[config.mk]
export PLATFORM = sky130hd
export DESIGN_NAME = pol_latch
export DESIGN_NICKNAME = d
export VERILOG_FILES = /design/src/logic/pol_pkg.sv /design/src/logic/pol_latch.sv
export SDC_FILE = /design/constraint.sdc
export NUM_CORES = 1
export LEC_CHECK = 0
export ABC_AREA = 0
export BUFFER_PORTS_ARGS = -buffer_cell sky130_fd_sc_hd__buf_2
export CORE_UTILIZATION = 47
export DETAILED_ROUTE_END_ITERATION = 10
export PLACE_DENSITY_LB_ADDON = 0.05
export SYNTH_ARGS = -nofsm -noshare
export SYNTH_HDL_FRONTEND = slang
export SYNTH_SLANG_ARGS = --single-unit
[constraint.sdc]
create_clock -name clk_sys_i -period 5.8 [get_ports clk_sys_i]
set_input_delay 1.45 -clock clk_sys_i [delete_from_list [all_inputs] [get_ports clk_sys_i]]
set_output_delay 1.45 -clock clk_sys_i [all_outputs]
set_load 0.02 [all_outputs]
[src/logic/pol_pkg.sv]
// pol_pkg: constants shared by the 32-point output latch
// assumes a 32-bit classic wishbone backplane with byte addresses
`default_nettype none
package pol_pkg;
  localparam int unsigned POINTS = 32;
  localparam int unsigned GROUPS = 4;
  localparam int unsigned GROUP_W = 8;
  localparam int unsigned SW_W = 5;
  localparam int unsigned ADR_W = 8;
  // output status table: 32 words of 32 bits at byte offset 4*n
  localparam logic [7:0] TABLE_BASE = 8'h00;
  localparam logic [7:0] TABLE_LAST = 8'h7c;
  // module status and read-back words, placed above the table
  localparam logic [7:0] STATUS_OFS = 8'h80;
  localparam logic [7:0] READBACK_OFS = 8'h84;
  // status word field positions
  localparam int unsigned ST_HOLD = 0;
  localparam int unsigned ST_INVERT = 1;
  localparam int unsigned ST_FAULT = 2;
  localparam int unsigned ST_POWER = 3;
  localparam int unsigned ST_SW_LSB = 8;
  // value after reset and after user power comes up: every point off
  localparam logic [31:0] LATCH_RST = 32'h0000_0000;
  localparam logic [31:0] OUT_OFF_N = 32'hffff_ffff;
  // jumper levels: 1-2 position reads low, 2-3 position reads high
  localparam logic JP_DISABLE = 1'b0;
  localparam logic JP_HOLD = 1'b1;
  localparam logic JP_NORMAL = 1'b0;
  localparam logic JP_INVERT = 1'b1;
  localparam int unsigned SYNC_W = 9;
endpackage
`default_nettype wire

[src/logic/pol_latch.sv]
// pol_latch: 32-point active-low output latch on a wishbone backplane
// assumes the master is classic single-cycle wishbone on clk_sys_i;
// switches, jumpers, fault and user power are asynchronous pins
//
// The implementer's own choices: the Wishbone register port and the register offsets.
`timescale 1ns/1ps
`default_nettype none
module pol_latch (
  input wire logic clk_sys_i,
  input wire logic reset_i,
  input wire logic wb_cyc_i,
  input wire logic wb_stb_i,
  input wire logic wb_we_i,
  input wire logic [7:0] wb_adr_i,
  input wire logic [3:0] wb_sel_i,
  input wire logic [31:0] wb_dat_i,
  output logic [31:0] wb_dat_o,
  output logic wb_ack_o,
  input wire logic [4:0] addr_switch_i,
  input wire logic fault_response_jumper_i,
  input wire logic polarity_jumper_i,
  input wire logic sys_fault_i,
  input wire logic user_power_ok_i,
  output logic [31:0] out_n_o,
  output logic [31:0] out_led_o,
  output logic hold_led_o,
  output logic invert_led_o
);
  logic [pol_pkg::SYNC_W-1:0] sync_a;
  logic [pol_pkg::SYNC_W-1:0] sync_b;
  logic [4:0] sw;
  logic hold_mode;
  logic invert_mode;
  logic fault;
  logic power_ok;
  logic [31:0] latch;
  logic [31:0] next_latch;
  logic [31:0] on_bits;
  logic req;
  logic hit_slice;
  logic hit_status;
  logic hit_readback;
  logic in_table;
  logic wr_slice;
  logic [31:0] next_rdata;
  logic [31:0] lane_mask;

  // two flip-flops on every pin input; only stage b is read by logic
  always_ff @(posedge clk_sys_i)
  begin
    if (reset_i)
    begin
      sync_a <= '0;
      sync_b <= '0;
    end
    else
    begin
      sync_a <= {user_power_ok_i, sys_fault_i, polarity_jumper_i, fault_response_jumper_i, addr_switch_i};
      sync_b <= sync_a;
    end
  end

  // unpack the synced pins; the switches are static, so a per-bit
  // synchroniser without a gray code is good enough for them
  assign sw = sync_b[4:0];
  assign hold_mode = sync_b[5];
  assign invert_mode = sync_b[6];
  assign fault = sync_b[7];
  assign power_ok = sync_b[8];

  // address decode: the table word picked by the switches belongs to us
  assign req = wb_cyc_i && wb_stb_i;
  assign in_table = (wb_adr_i <= pol_pkg::TABLE_LAST);
  assign hit_slice = in_table && (wb_adr_i[6:2] == sw) && (wb_adr_i[1:0] == 2'b00);
  assign hit_status = (wb_adr_i == pol_pkg::STATUS_OFS);
  assign hit_readback = (wb_adr_i == pol_pkg::READBACK_OFS);
  // writes take effect on the ack edge; data in a fault is not valid
  assign wr_slice = req && wb_ack_o && wb_we_i && hit_slice && !fault;

  // ack one cycle after the request is seen, dropped the cycle after;
  // every address is answered so a missing slot never hangs the bus
  always_ff @(posedge clk_sys_i)
  begin
    if (reset_i)
      wb_ack_o <= 1'b0;
    else
      wb_ack_o <= req && !wb_ack_o;
  end

  // read mux: other table words and unmapped offsets read as zero
  always_comb
  begin
    next_rdata = '0;
    if (hit_slice)
      next_rdata = latch;
    else if (hit_status)
    begin
      next_rdata[pol_pkg::ST_HOLD] = hold_mode;
      next_rdata[pol_pkg::ST_INVERT] = invert_mode;
      next_rdata[pol_pkg::ST_FAULT] = fault;
      next_rdata[pol_pkg::ST_POWER] = power_ok;
      next_rdata[pol_pkg::ST_SW_LSB +: pol_pkg::SW_W] = sw;
    end
    else if (hit_readback)
      next_rdata = ~out_n_o;
  end

  // read data is captured once per request and stands through the ack
  always_ff @(posedge clk_sys_i)
  begin
    if (reset_i)
      wb_dat_o <= '0;
    else if (req && !wb_ack_o)
      wb_dat_o <= next_rdata;
  end

  // per group byte-lane update; one full-word write refreshes all four
  genvar g;
  generate
    for (g = 0; g < pol_pkg::GROUPS; g++)
    begin : grp
      always_comb
      begin
        next_latch[g*pol_pkg::GROUP_W +: pol_pkg::GROUP_W] = latch[g*pol_pkg::GROUP_W +: pol_pkg::GROUP_W];
        if (wr_slice && wb_sel_i[g])
          next_latch[g*pol_pkg::GROUP_W +: pol_pkg::GROUP_W] = wb_dat_i[g*pol_pkg::GROUP_W +: pol_pkg::GROUP_W];
      end
      // byte-lane mask, read only by the lane checks below
      assign lane_mask[g*pol_pkg::GROUP_W +: pol_pkg::GROUP_W] = {pol_pkg::GROUP_W{wb_sel_i[g]}};
    end
  endgenerate

  // latched slice: cleared by missing user power, or by a fault when the
  // jumper selects disable; in hold mode a fault freezes the last state
  always_ff @(posedge clk_sys_i)
  begin
    if (reset_i)
      latch <= pol_pkg::LATCH_RST;
    else if (!power_ok)
      latch <= pol_pkg::LATCH_RST;
    else if (fault && hold_mode == pol_pkg::JP_DISABLE)
      latch <= pol_pkg::LATCH_RST;
    else
      latch <= next_latch;
  end

  // polarity: on-state is the table bit, complemented in inverting mode
  assign on_bits = (invert_mode == pol_pkg::JP_INVERT) ? ~latch : latch;

  // outputs from flops; kept off until power is up and data have been
  // latched, so the inverting mode cannot turn points on at power-up
  logic primed;
  always_ff @(posedge clk_sys_i)
  begin
    if (reset_i)
      primed <= 1'b0;
    else if (!power_ok || (fault && hold_mode == pol_pkg::JP_DISABLE))
      primed <= 1'b0;
    else if (wr_slice)
      primed <= 1'b1;
  end

  // output and indicator registers; all off while not primed
  always_ff @(posedge clk_sys_i)
  begin
    if (reset_i)
    begin
      out_n_o <= pol_pkg::OUT_OFF_N;
      out_led_o <= '0;
    end
    else if (!primed)
    begin
      out_n_o <= pol_pkg::OUT_OFF_N;
      out_led_o <= '0;
    end
    else
    begin
      out_n_o <= ~on_bits; // output k+1 is bit k, low when on
      out_led_o <= on_bits;
    end
  end

  // mode indicators follow the jumpers
  always_ff @(posedge clk_sys_i)
  begin
    if (reset_i)
    begin
      hold_led_o <= 1'b0;
      invert_led_o <= 1'b0;
    end
    else
    begin
      hold_led_o <= (hold_mode == pol_pkg::JP_HOLD);
      invert_led_o <= (invert_mode == pol_pkg::JP_INVERT);
    end
  end
endmodule // pol_latch
`default_nettype wire

Word-level counts from Yosys, hierarchy flattened
Cells that the tools add are included.
{"block": "totals", "rom_bits": 0, "ramBits": 0, "latch_bits": 0, "reg_bits": 150, "mem_count": 0}
{"block": "classes", "n_reduce_logical": 21, "div": 0, "addsub": 0, "eq_ne": 3, "bitwise": 6, "n_shift": 0, "n_mux": 7, "mul": 0, "magnitude_cmp": 1}
{"operator": "$mux 32", "count": 3}
{"operator": "$not 32->32", "count": 3}
{"operator": "$mux 19", "count": 1}
{"operator": "$eq 8x8->1 const B", "count": 2}
{"operator": "$logic_and 1x1->1", "count": 13}
{"operator": "$le 8x7->1 const B", "count": 1}
{"operator": "$mux 4", "count": 2}
{"operator": "$eq 5x5->1", "count": 1}
{"operator": "$mux 5", "count": 1}
{"operator": "$reduce_or 2->1", "count": 2}
{"operator": "$logic_not 1->1", "count": 3}
{"operator": "$not 1->1", "count": 3}
{"operator": "$reduce_or 3->1", "count": 1}
{"operator": "$logic_not 2->1", "count": 1}
{"operator": "$logic_or 1x1->1", "count": 1}

Logic depth before layout (Yosys ltp)
Gate-level depths: netlist of the first run.
{"block": "depth", "ltp_word": 6, "ltp_mapped": 6}

Worst setup path after synthesis of the first run
OpenSTA, ideal clock, no wires.
{"block": "synth_timing", "path_kind": "input port to flip-flop", "startpoint": "in wb_adr_i[1]", "endpoint": "reg wb_dat_o[30]", "setup_slack_ps": 2698, "path_stages": 6, "arrival_time_ps": 3017, "path_buffers": 1, "cell_sequence": "or4b_1 > nor4_4 > nand2_2 > clkbuf_1 > or2_1 > a211oi_1"}
{"block": "synth_via", "elab_chain_len": 4}
{"item": "from (decl)", "line_no": "pol_latch.sv:14", "source": "input wire logic [7:0] wb_adr_i,"}
{"item": "$le 8x7->1 / $eq 8x8->1 (equally long branches)", "line_no": "pol_latch.sv:73, pol_latch.sv:76"}
{"item": "$logic_and 1x1->1 / $mux 32 (equally long branches)", "line_no": "pol_latch.sv:74, pol_latch.sv:104"}
{"item": "$logic_and 1x1->1 / $mux 19 (equally long branches)", "line_no": "pol_latch.sv:74, pol_latch.sv:96"}
{"item": "$mux 32 *", "line_no": "pol_latch.sv:94", "source": "if (hit_slice)"}
{"item": "to (signal assigned)", "line_no": "pol_latch.sv:114", "source": "wb_dat_o <= next_rdata;"}
{"item": "to (decl)", "line_no": "pol_latch.sv:17", "source": "output logic [31:0] wb_dat_o,"}
Every way passes the cells marked *; elsewhere a longest branch is shown, timed or not.
A chain may end at the register's enable or synchronous reset.

Final worst setup path of the first run
{"block": "layout_timing", "startpoint": "in wb_adr_i[1]", "endpoint": "reg wb_dat_o[31]"}
Same word-level chain as after synthesis.

==> impl.org, run 1 <==
** Place
- DP Wirelength :: 8276 um
- PortBufs :: 156
- Gpl congestion :: 0.7924
- Counting tap cells, the placed design contains a total of 825 instances.

** Yosys
- Yosys instantiated no cell more often than sky130_fd_sc_hd__dfxtp_1.
- The most used flip-flop cell after synthesis is sky130_fd_sc_hd__dfxtp_1.
- Ranked by total cell area, the synthesized netlist is headed by sky130_fd_sc_hd__dfxtp_1, sky130_fd_sc_hd__mux2i_1, sky130_fd_sc_hd__xor2_1, sky130_fd_sc_hd__nand2_1, sky130_fd_sc_hd__and2_1.
- Summed instance area of the synthesized netlist :: 5425 um2
- Flip-flop and latch count after synthesis :: 150
- Library cell occupying the most area in the post-synthesis netlist :: sky130_fd_sc_hd__dfxtp_1
- Area share of the largest cell type after synthesis :: 55.35%
- EDFF count, synth :: 0
- Synth Warn # :: 0
- Counting every instance in the synthesized netlist gives 559.
- After synthesis, flip-flops and latches occupy 55.35% of the total area.
- Mean cell area of the mapped netlist :: 9.705 um2
- Nets in the synthesized netlist :: 617
- Most instantiated cells after synthesis :: sky130_fd_sc_hd__dfxtp_1, sky130_fd_sc_hd__nand2_1, sky130_fd_sc_hd__nor2_1
- Cell variety after synth :: 28
- For this run, asynchronously set or reset flops after synthesis account for 0%.

** Min path
- In this run the worst hold path is classified as flop to flop.
- In this run the most critical hold path is launched from sync_a[0].

** Clock tree
- The clock tree synthesis step divided the H-tree into 4 levels.
- Once the clock tree was built, the resizer swapped 0 gates to a different size.
- Post-CTS setup-driven buffer insertion count :: 0
- Num CTS Buffers :: 17
- The tree is rooted in a sky130_fd_sc_hd__clkbuf_16.
- Clk sinks :: 150
- No sink is reached through more buffers than the 2 on the longest clock path.
- Clock slew seen by the registers of the worst setup and hold paths :: 0.06 ns
- Clock latency of the later-clocked register in the worst-skew pair :: 0.42 ns
- CTS tree :: yes
- Hold buffer count at cts :: 0

** STA
- Slew at the pin closest to its max-slew limit :: 1.099 ns
- Setup violations remaining at the end of the flow were counted as 0.
- Part of the cycle the worst path needs :: 58.75%
- Minimum clock period after layout :: 3.407 ns
- Highest achievable clock rate :: 293.5 MHz
- The final hold violation count is 0.
- Fin Clk Skew :: 0.006398 ns
- The number of pins exceeding their max-slew limit in the final report was 0.
- Measured against its own limit, the worst slew margin works out to 26.75%.
- Unrepaired setup endpoints after global routing :: no
- Post-Route Setup TNS :: 0 ns

** Route
- For this run, design rule violations remaining after detail routing come to 0.
- Dividing the detail-routed wire length by the instance count gives 14.89 um.
- Pre-antenna DRT Iters :: 4
- Iteration-0 DRC count of the detailed router :: 177
- In this run the remaining antenna-violating nets after routing total 0.
- Overall routed net length :: 12750 um
- Via count :: 4162
- Via density per instance :: 4.862

** Global route
- Global routing finished with a remaining overflow of 0.
- All-layer global routing usage :: 22.18%
- Number of antenna violations at the first check in global routing :: 0
- The first global-routing pass estimated 19600 um of wire.
- Pin count of the biggest net entering global routing :: 55
- The via count of the first global-routing pass is 3883.

** Pwr
- Post-layout total power :: 2.291 mW
- Power density of the placed cells :: 332.9 nW/um2
- VDD sags by at most 205.5 uV.
- The analysis attributes to cell leakage a power of 3.219 nW.

** Critical path
- The setup check on the worst reg-to-reg path leaves a slack of 3.60 ns.
- Type of element capturing the critical path :: flop
- Of all nets on the critical path, the largest fanout is 23.
- Worst r2r src :: sync_b[2]
- Crit path from :: wb_adr_i[1]
- Crit path launch type :: primary input
- At the worst endpoint, the arrival time is 3.73 ns.
- At the worst endpoint, the required time is 6.12 ns.
- Crit Path Category :: primary input to flop

** Die
- The die covers 11980 um2.
- The initial utilization of the core area, before any placement, comes to 49.18%.
- Pin placement for this block handled 157 I/O pins.
- Row count :: 38
- The core region is 11030 um2.
- Horizontal die dimension :: 109.4 um
- In this run the vertical extent of the chip is 109.4 um.

** Cells and area
- The post-route netlist has 28.91% of its cells at a drive strength greater than 1.
- The filler cells instantiated in the layout total 939.
- After the last flow step, the layout net total stands at 762.
- Seq. cell area :: 3004 um2
- For this run, the number of standard cells in the final layout without fillers is 856.
- Synthesis-to-finish area growth :: 26.87%
- In the final layout, the multi-input gates occupy 2160 um2.
- N_diodes :: 0

** Outcome
- Status :: completed

** Run
- Max-cap violations in this run came to 0.
-- routing by layer --
| layer | vias up | routed length (um) | track usage (%) | part of all wire [%] |
|---|---|---|---|---|
| li1 | 2094 | - | - | - |
| met1 | 1902 | 5786 | 28.59 | 45 |
| met2 | 148 | 5903 | 35.00 | 46 |
| met3 | 18 | 886 | 6.461 | 7.0 |
| met4 | 0 | 172 | 8.667 | 1.3 |
| met5 | - | 0 | 0 | 0 |
-- logic make-up after synthesis --
family | synth area share (%)
buffers and inverters | 5.258
xor gates and xnor gates | 5.812
muxes | 6.458
and+or+nand+nor | 19.14
DFF | 55.35
AOI/OAI and AO/OA | 7.980
-- final cells by class --
| class | count | share of cell area [%] |
|---|---|---|
| multi-input combinational | 339 | 31.38 |
| inverter | 36 | 1.963 |
| sequential | 150 | 43.65 |
| clock inverter | 10 | 1.854 |
| timing repair buffer | 160 | 11.78 |
| tap | 140 | 2.545 |
| clock buffer | 21 | 6.835 |
-- final timing paths --
path | cells after the start | end
max | 6 | wb_dat_o[31]
min | 1 | sync_b[0]
max reg2reg | 6 | latch[9]
min reg2reg | 1 | sync_b[0]
-- flip-flops by register name (all words and copies together) (netlist names) --
register	flops
latch	32
out_led_o	32
out_n_o	32
wb_dat_o	32
sync_a	9
sync_b	9
hold_led_o	1
invert_led_o	1
primed	1
wb_ack_o	1
-- power by group --
| part | leakage [nW] | switching [mW] | internal (mW) |
|---|---|---|---|
| logic | 1.70 | 0.0743 | 0.0488 |
| clock network | 0.298 | 0.400 | 0.703 |
| registers | 1.22 | 0.0146 | 1.05 |
| total | 3.22 | 0.489 | 1.80 |
-- placed cells by master, fill, tap and decap left out, drive strengths merged --
cell type / n
a21oi: 29
bufinv: 3
buf: 160
xnor2: 1
a211oi: 24
o21a: 1
nor3: 10
dfxtp: 150
xor2: 35
a211o: 1
clkbuf: 21
mux2i: 35
inv: 36
clkinvlp: 1
o211ai: 1
and2: 32
or2: 23
nor4: 2
nor2: 42
clkinv: 6
nand3: 4
a221oi: 9
or4b: 1
nor2b: 21
nand2: 68
-- critical path, cell delays in order --
cell	delay (ns)
sky130_fd_sc_hd__buf_2	0.10
sky130_fd_sc_hd__or4b_1	0.56
sky130_fd_sc_hd__nor4_4	0.54
sky130_fd_sc_hd__nand2_2	0.45
sky130_fd_sc_hd__or2_2	0.41
sky130_fd_sc_hd__a211oi_1	0.21
-- through the flow --
| step | setup WS (ns) | util [%] | area (um2) | hold slack, ns |
|---|---|---|---|---|
| floorplan | 2.698 | - | 5425 | 0.4138 |
| detailed placement | 1.917 | 56.98 | 6285 | 0.4247 |
| global placement | 2.036 | 56.98 | 6285 | 0.4163 |
| CTS | 2.363 | 62.40 | 6883 | 0.4352 |
| finish | 2.393 | 62.40 | 6883 | 0.4306 |
| global route | 2.203 | 62.40 | 6883 | 0.4559 |
No activity file was read; power rests on OpenSTA's default activity.
==> run 2, diff against run 1 <==
--- a/config.mk
+++ b/config.mk
@@ -7,7 +7,7 @@
 export LEC_CHECK = 0
 export ABC_AREA = 0
 export BUFFER_PORTS_ARGS = -buffer_cell sky130_fd_sc_hd__buf_2
-export CORE_UTILIZATION = 47
+export CORE_UTILIZATION = 46
 export DETAILED_ROUTE_END_ITERATION = 10
 export PLACE_DENSITY_LB_ADDON = 0.05
 export SYNTH_ARGS = -nofsm -noshare
==> constraint.sdc (replaced) <==
create_clock -name clk_sys_i -period 2.81 [get_ports clk_sys_i]
set_input_delay 0.7025 -clock clk_sys_i [delete_from_list [all_inputs] [get_ports clk_sys_i]]
set_output_delay 0.7025 -clock clk_sys_i [all_outputs]
set_load 0.02 [all_outputs]
==> run 2 against run 1 <==
Net effect: non-clock buffer count is 7 higher; final area is 1.0% higher; clock power is 100% higher; combinational power is 110% higher; critical path type unchanged.
==> impl.org, run 2 (synthesis gave the netlist of run 1 again) <==
** STA
- Setup violation total in the final timing report :: 0 (unchanged)
- The final sum of negative setup slack is 0 ns (unchanged).
- In the finished design, the share of the clock period the worst path needs comes to 77.95%.
- The headroom to the max-slew limit came to 49.90% (+23 points).
- Unrepaired setup endpoints after global routing :: no
- Slew at the pin closest to its max-slew limit :: 0.7497 ns (-0.3491 ns)
- The final hold violation count is 0 (unchanged).
- The number of pins exceeding their max-slew limit in the final report came to 0 (unchanged).
- Minimum clock period after layout :: 2.190 ns
- The post-route clock skew is 0.01343 ns (+0.007035 ns).
- Highest achievable clock rate :: 456.6 MHz

** Cells and area
- Fill cell count :: 1024 (+9.1%)
- Relative to the synthesized area, the layout overhead comes to 28.16%.
- In the layout the commonest cells are sky130_fd_sc_hd__buf_2, sky130_fd_sc_hd__dfxtp_1, sky130_fd_sc_hd__nand2_1, sky130_fd_sc_hd__nor2_1, sky130_fd_sc_hd__inv_1.
- The net count reported at finish was 769 (+0.92%).
- Final Cell Area :: 6953 um2 (+1.0%)
- The layout cell share with drive strength beyond 1 came to 29.56% (+0.65 points).
- The number of antenna repair diodes came to 0 (unchanged).
- The library cell used most frequently in the layout, excluding fill and tap cells, is sky130_fd_sc_hd__buf_2.

** Run
- The total of max-cap violations was 0 (unchanged).

** Critical path
- The critical path buffer and inverter count was 1 (unchanged).
- Critical-path cell list :: buf_2 > or4b_1 > nor4_4 > nand2_2 > or2_2 > a211oi_1
- Peak per-stage delay on the critical path :: 0.57 ns (about the same)
- Cell family contributing the most delay on the critical path :: simple AND/OR/NAND/NOR gates
- Critical Path Slowest Stage Cell :: sky130_fd_sc_hd__or4b_1
- The worst setup path is launched from a primary input.
- The required time at the worst-slack endpoint is 3.13 ns (-2.99 ns).
- Arrival time at the worst endpoint :: 2.51 ns (-1.22 ns)
- Type of element capturing the critical path :: flop
- The critical path is of the primary input to flop type.
- Critical Path Fanout Max :: 23 (unchanged)
- Setup slack of the most critical reg-to-reg path :: 0.75 ns (-2.85 ns)

** Die
- Total core area :: 11470 um2 (+4.0%)
- Row count :: 39 (+2.6%)
- The number of placed I/O pins is 157 (unchanged).
- Starting Density :: 47.31% (-1.9 points)
- The horizontal die dimension came to 110.6 um (+1.1%).
- The height of the chip was 110.6 um (+1.1%).
- Die Footprint :: 12230 um2 (+2.1%)

** Clock tree
- Num CTS Buffers :: 17 (unchanged)
- Clk sinks :: 150 (unchanged)
- Post-CTS setup-driven buffer insertion count :: 0 (unchanged)
- Maximum number of buffers from clock root to sink :: 2 (unchanged)
- The source-to-sink clock delay at the later pin of the worst-skew pair came to 0.42 ns (about the same).
- Post-cts resize count :: 0 (unchanged)
- The tree is rooted in a sky130_fd_sc_hd__clkbuf_16.
- CTS tree :: yes
- The clock-pin slew on the worst setup and hold paths was 0.06 ns (about the same).
- The number of hold-repair buffers added at the cts stage came to 0 (unchanged).
- The deepest level of the CTS H-tree was 4 (unchanged).

** Pwr
- The reported leakage power came to 3.237 nW (+0.57%).
- The largest vdd supply drop came to 333.3 uV (+62%).
- Post-layout total power :: 4.681 mW (+100%)
- The power density over cell area came to 673.2 nW/um2 (+100%).

** Route
- Avg WL per Cell :: 14.82 um (-0.49%)
- Number of design rule violations left after detail routing :: 0 (unchanged)
- Via count :: 4184 (+0.53%)
- The detailed-route vias per instance came to 4.826 (-0.75%).
- The number of optimization iterations in the first detailed-route pass was 4 (unchanged).
- Antenna viol nets, final :: 0 (unchanged)
- Iteration-0 DRC count of the detailed router :: 145 (-18%)
- The sum of routed wire length over all layers came to 12850 um (+0.78%).

** Place
- The post-detailed-placement half-perimeter wirelength was 8543 um (+3.2%).
- PortBufs :: 156 (unchanged)
- Total placed instance area :: 6366 um2 (+1.3%)
- The final weighted congestion of routability-driven global placement was 0.8087 (+2.1%).

** Global route
- Number of antenna violations at the first check in global routing :: 0 (unchanged)
- Total congestion overflow :: 0 (unchanged)
- The aggregate global-route resource usage was 21.65% (-0.53 points).
- Vias in the first global route :: 4128 (+6.3%)
- Wire length of the first global-routing pass :: 20580 um (+5.0%)
- The maximum number of pins on one net before global-route repair was 66 (+20%).

** Outcome
- The run finished with clean final reports.

** Min path
- The min-delay analysis places its worst path in the category flop to flop.
## run 2: final timing paths
path | to | cells after the start | start
max | wb_dat_o[4] | 6 | wb_adr_i[1]
min | sync_b[0] | 1 | sync_a[0]
max reg2reg | latch[9] | 6 | sync_b[2]
min reg2reg | sync_b[0] | 1 | sync_a[0]
## run 2: layer usage
metal,track usage (%),up-vias,share of wire (%),routed length [um]
li1,-,2111,-,-
met1,28.07,1918,46,5920
met2,34.91,134,47,5988
met3,5.379,21,5.8,739
met4,7.911,0,1.6,200
met5,0,-,0,0
## run 2: cell type report
cell class / count / area (um2) / share of cell area (%)
flip-flops and latches: 150 / 3004 / 43.21
multi-input cells: 339 / 2160 / 31.06
repair buffers: 167 / 888.4 / 12.78
clock buffers: 21 / 460.4 / 6.622
well taps: 143 / 178.9 / 2.573
inverters: 36 / 135.1 / 1.943
clock inverters: 11 / 126.4 / 1.818
## run 2: worst register-to-register path: stages (launching register included)
cell	delay [ns]
sky130_fd_sc_hd__dfxtp_1	0.32
sky130_fd_sc_hd__xor2_1	0.14
sky130_fd_sc_hd__a211o_1	0.31
sky130_fd_sc_hd__nor4_4	0.34
sky130_fd_sc_hd__buf_12	0.25
sky130_fd_sc_hd__nand3_2	0.34
sky130_fd_sc_hd__mux2i_1	0.28
## run 2: power breakdown
group / internal, mW / total [mW] / switching (mW)
Combinational: 0.106 / 0.264 / 0.159
Sequential: 2.17 / 2.19 / 0.0250
Clock: 1.35 / 2.22 / 0.869
Total: 3.63 / 4.68 / 1.05
## run 2: per-stage QoR
stage	worst slack [ns]	hold slack [ns]	instances	utilization (%)
6_report	0.6197	0.4329	867	60.63
3_3_place_gp	0.2225	0.4188	835	55.52
5_1_grt	0.5423	0.4464	867	60.63
4_1_cts	0.5966	0.4357	867	60.63
2_1_floorplan	0.4551	0.4138	559	-
3_5_place_dp	0.1630	0.4220	835	55.52
==> run 3, diff against run 2 <==
--- a/config.mk
+++ b/config.mk
@@ -5,9 +5,9 @@
 export SDC_FILE = /design/constraint.sdc
 export NUM_CORES = 1
 export LEC_CHECK = 0
-export ABC_AREA = 0
+export ABC_AREA = 1
 export BUFFER_PORTS_ARGS = -buffer_cell sky130_fd_sc_hd__buf_2
-export CORE_UTILIZATION = 46
+export CORE_UTILIZATION = 47
 export DETAILED_ROUTE_END_ITERATION = 10
 export PLACE_DENSITY_LB_ADDON = 0.05
 export SYNTH_ARGS = -nofsm -noshare
==> constraint.sdc (replaced) <==
create_clock -name clk_sys_i -period 1.86 [get_ports clk_sys_i]
set_input_delay 0.465 -clock clk_sys_i [delete_from_list [all_inputs] [get_ports clk_sys_i]]
set_output_delay 0.465 -clock clk_sys_i [all_outputs]
set_load 0.02 [all_outputs]
==> run 3 against run 2 <==
Net effect: combinational power is 64% higher; power is 52% higher; non-clock buffer count is 10 higher; largest cell class unchanged; largest power group unchanged; sequential cell count stayed put; via count is 22% higher; final cell count is 36% higher.
==> impl.org, run 3 <==
** Outcome
- Status :: completed

** Cells and area
- The net count reported at finish was 1058 (+38%).
- Final Util :: 62.02% (+1.4 points)
- The number of fillers in the final layout is 1175 (+15%).
- Leaving out fill and tap cells, the most frequent cells in the layout are sky130_fd_sc_hd__nand2_1, sky130_fd_sc_hd__inv_1, sky130_fd_sc_hd__buf_2, sky130_fd_sc_hd__nor2_1, sky130_fd_sc_hd__dfxtp_1.
- N_diodes :: 0 (unchanged)
- The layout cell share with drive strength beyond 1 came to 22.11% (-7.4 points).
- Most common library cell in the layout ignoring fill and taps :: sky130_fd_sc_hd__nand2_1
- Relative to the synthesized area, the layout overhead comes to 27.62%.
- Final Cell Area :: 7481 um2 (+7.6%)

** Pwr
- Static leakage power :: 4.419 nW (+37%)
- Worst IR drop on VDD :: 809.2 uV (+140%)
- Power density of the placed cells :: 953.5 nW/um2 (+42%)

** Yosys
- The mux cell area share after synthesis was 0% (-6.5 points).
- The number of flip-flops and latches in the synthesized netlist is 150 (unchanged).
- The share of flip-flops with an asynchronous set or reset is 0% (unchanged).
- Most repeated cell in the gate-level netlist after synthesis :: sky130_fd_sc_hd__nand2_1
- The sequential area share after synthesis came to 51.23% (-4.1 points).
- Complex-gate fraction of the synthesized area :: 0.2134% (-7.8 points)
- The area share of the largest cell type after synthesis was 51.23% (-4.1 points).
- Sorting the synthesized cells by area gives the leading types as sky130_fd_sc_hd__dfxtp_1, sky130_fd_sc_hd__nand2_1, sky130_fd_sc_hd__inv_1, sky130_fd_sc_hd__nor2_1, sky130_fd_sc_hd__nand3_1.
- Simple-gate share of the synthesized area :: 35.07% (+16 points)
- Number of instances in the synthesized netlist :: 840 (+50%)
- By area, the combinational part of the netlist is dominated by simple AND/OR/NAND/NOR gates.
- Most instantiated cells after synthesis :: sky130_fd_sc_hd__nand2_1, sky130_fd_sc_hd__inv_1, sky130_fd_sc_hd__nor2_1
- The warning count from the yosys run was 0 (unchanged).
- The post-synthesis share of cell area spent on full adders, half adders and majority gates was 0% (unchanged).
- Cell variety after synth :: 22 (-21%)
- EDFF count, synth :: 0 (unchanged)
- Mean cell area of the mapped netlist :: 6.978 um2 (-28%)
- The number of nets in the synthesized netlist is 898 (+46%).
- Fraction of synthesized cell area in xor and xnor cells :: 0% (-5.8 points)
- Summed instance area of the synthesized netlist :: 5862 um2 (+8.0%)
- Most frequently used flop master after synthesis :: sky130_fd_sc_hd__dfxtp_1
- The biggest area contributor in the post-synthesis netlist is sky130_fd_sc_hd__dfxtp_1.

** Route
- Overall routed net length :: 13380 um (+4.1%)
- Number of design rule violations left after detail routing :: 0 (unchanged)
- Avg WL per Cell :: 11.33 um (-24%)
- The number of routed nets with antenna violations is 0 (unchanged).
- The number of optimization iterations in the first detailed-route pass came to 4 (unchanged).
- Via count :: 5087 (+22%)
- Via density per instance :: 4.307 (-11%)
- Iteration-0 DRC count of the detailed router :: 292 (+100%)

** Clock tree
- Num CTS Buffers :: 17 (unchanged)
- Clock slew seen by the registers of the worst setup and hold paths :: 0.06 ns (about the same)
- Post-CTS setup-driven buffer insertion count :: 0 (unchanged)
- Clock latency of the later-clocked register in the worst-skew pair :: 0.41 ns (about the same)
- The number of hold-repair buffers added at the cts stage is 0 (unchanged).
- Clk sinks :: 150 (unchanged)
- Number of levels the H-tree was split into :: 4 (unchanged)
- Post-cts resize count :: 0 (unchanged)
- Maximum number of buffers from clock root to sink :: 2 (unchanged)
- CTS tree :: yes
- Clk Tree Root Cell :: sky130_fd_sc_hd__clkbuf_16

** Die
- Die height :: 113.7 um (+2.8%)
- The horizontal die dimension came to 113.7 um (+2.8%).
- The initial core utilization is 48.60% (+1.3 points).
- Total core area :: 12060 um2 (+5.2%)
- Row count :: 40 (+2.6%)
- The number of placed I/O pins came to 157 (unchanged).
- The floorplan die area came to 12920 um2 (+5.6%).

** Place
- The final weighted congestion of routability-driven global placement was 0.8032 (-0.68%).
- The port buffer count came to 156 (unchanged).
- Dpl ws :: 0.03696 ns (-0.1260 ns)
- DP Wirelength :: 9306 um (+8.9%)
- The placed instance area was 6885 um2 (+8.2%).

** Critical path
- The worst endpoint data arrival time came to 1.88 ns (-0.63 ns).
- Critical Path Fanout Max :: 16 (-30%)
- Crit path launch type :: flop
- Req. time, crit path :: 2.17 ns (-0.96 ns)
- The critical path is of the flop to flop type.
- Type of element capturing the critical path :: flop

** STA
- The slack of the critical path was 0.2915 ns (-0.3281 ns).
- Highest achievable clock rate :: 637.6 MHz
- The measured slew at the worst slew-check pin was 0.3849 ns (-0.3648 ns).
- The headroom to the max-slew limit is 74.34% (+24 points).
- After layout, the worst path uses 84.33% of the clock period.
- Setup violation total in the final timing report :: 0 (unchanged)
- Unrepaired setup endpoints after global routing :: no
- The worst hold slack across all endpoints was 0.2496 ns (-0.1833 ns).
- After layout, the minimum clock period comes to 1.568 ns.
- Fin Clk Skew :: 0.005250 ns (-0.008183 ns)
- Max Slew Vio Count :: 0 (unchanged)
- The final hold violation count was 0 (unchanged).
- Post-Route Setup TNS :: 0 ns (unchanged)

** Global route
- Vias in the first global route :: 4379 (+6.1%)
- Number of antenna violations at the first check in global routing :: 0 (unchanged)
- All-layer global routing usage :: 21.53% (-0.12 points)
- The remaining global-route overflow came to 0 (unchanged).
- Wire length of the first global-routing pass :: 21310 um (+3.6%)
- Pin count of the biggest net entering global routing :: 37 (-44%)

** Run
- The total of max-cap violations came to 0 (unchanged).

** Min path
- Type of the most critical hold path :: primary input to flop
[run 3: cell count changes in the layout (fill, tap and decap cells not counted), sizes merged, moves of 21 or more]
cell	delta
nand2	+172
inv	+126
nor2	+113
nand3	+76
mux2i	-35
xor2	-35
and2	-31
a21oi	-28
a211oi	-24
or2	-23
nor2b	-21
[run 3: power by group]
part / internal, mW / switching [mW] / total (mW)
Sequential: 3.28 / 0.0301 / 3.31
Combinational: 0.166 / 0.266 / 0.432
Clock: 2.14 / 1.26 / 3.39
[run 3: path summary, 6_finish.rpt]
| path | slack, ns | to | depth (start not counted) | start |
|---|---|---|---|---|
| hold reg to reg | 0.40 | sync_b[8] | 2 | sync_a[8] |
| hold / removal | 0.25 | sync_a[1] | 3 | addr_switch_i[1] |
| setup / recovery | 0.29 | latch[9] | 7 | sync_b[3] |
| setup reg to reg | 0.29 | latch[9] | 7 | sync_b[3] |
[run 3: critical path, stage by stage, from the launching register on]
cell and delay (ns):
sky130_fd_sc_hd__dfxtp_1 0.36, sky130_fd_sc_hd__inv_1 0.05, sky130_fd_sc_hd__a21oi_1 0.15, sky130_fd_sc_hd__nand3_2 0.15
sky130_fd_sc_hd__nor2_8 0.21, sky130_fd_sc_hd__nand3_2 0.30, sky130_fd_sc_hd__nor2_1 0.19, sky130_fd_sc_hd__nor2_1 0.06
[run 3: per-layer routing]
layer	up-vias	track usage, %	wire length, um
li1	2761	-	-
met1	2175	28.51	6475
met2	134	32.64	5827
met3	17	6.482	839
met4	0	9.035	234
met5	-	0	0
[run 3: final cells by class]
type | instances | area [um2] | share of cell area [%]
Clock buffer | 23 | 498.0 | 6.657
Clock inverter | 9 | 97.59 | 1.305
Inverter | 162 | 608.1 | 8.128
Multi-Input combinational cell | 492 | 2088 | 27.91
Sequential cell | 150 | 3003 | 40.14
Tap cell | 168 | 210.2 | 2.810
Timing Repair Buffer | 177 | 975.9 | 13.05
[run 3: kinds of logic after synthesis]
| kind of cell | after synthesis |
|---|---|
| flops | 150 |
| buf+inv | 198 |
| compound gates | 2 |
| simple gates | 490 |
[run 3: metrics by stage]
stage | instances | total power, mW
6_report | 1181 | 7.133
3_3_place_gp | 1149 | 3.811
5_1_grt | 1181 | 7.404
3_5_place_dp | 1149 | 3.810
2_1_floorplan | 840 | 3.623
4_1_cts | 1181 | 7.195
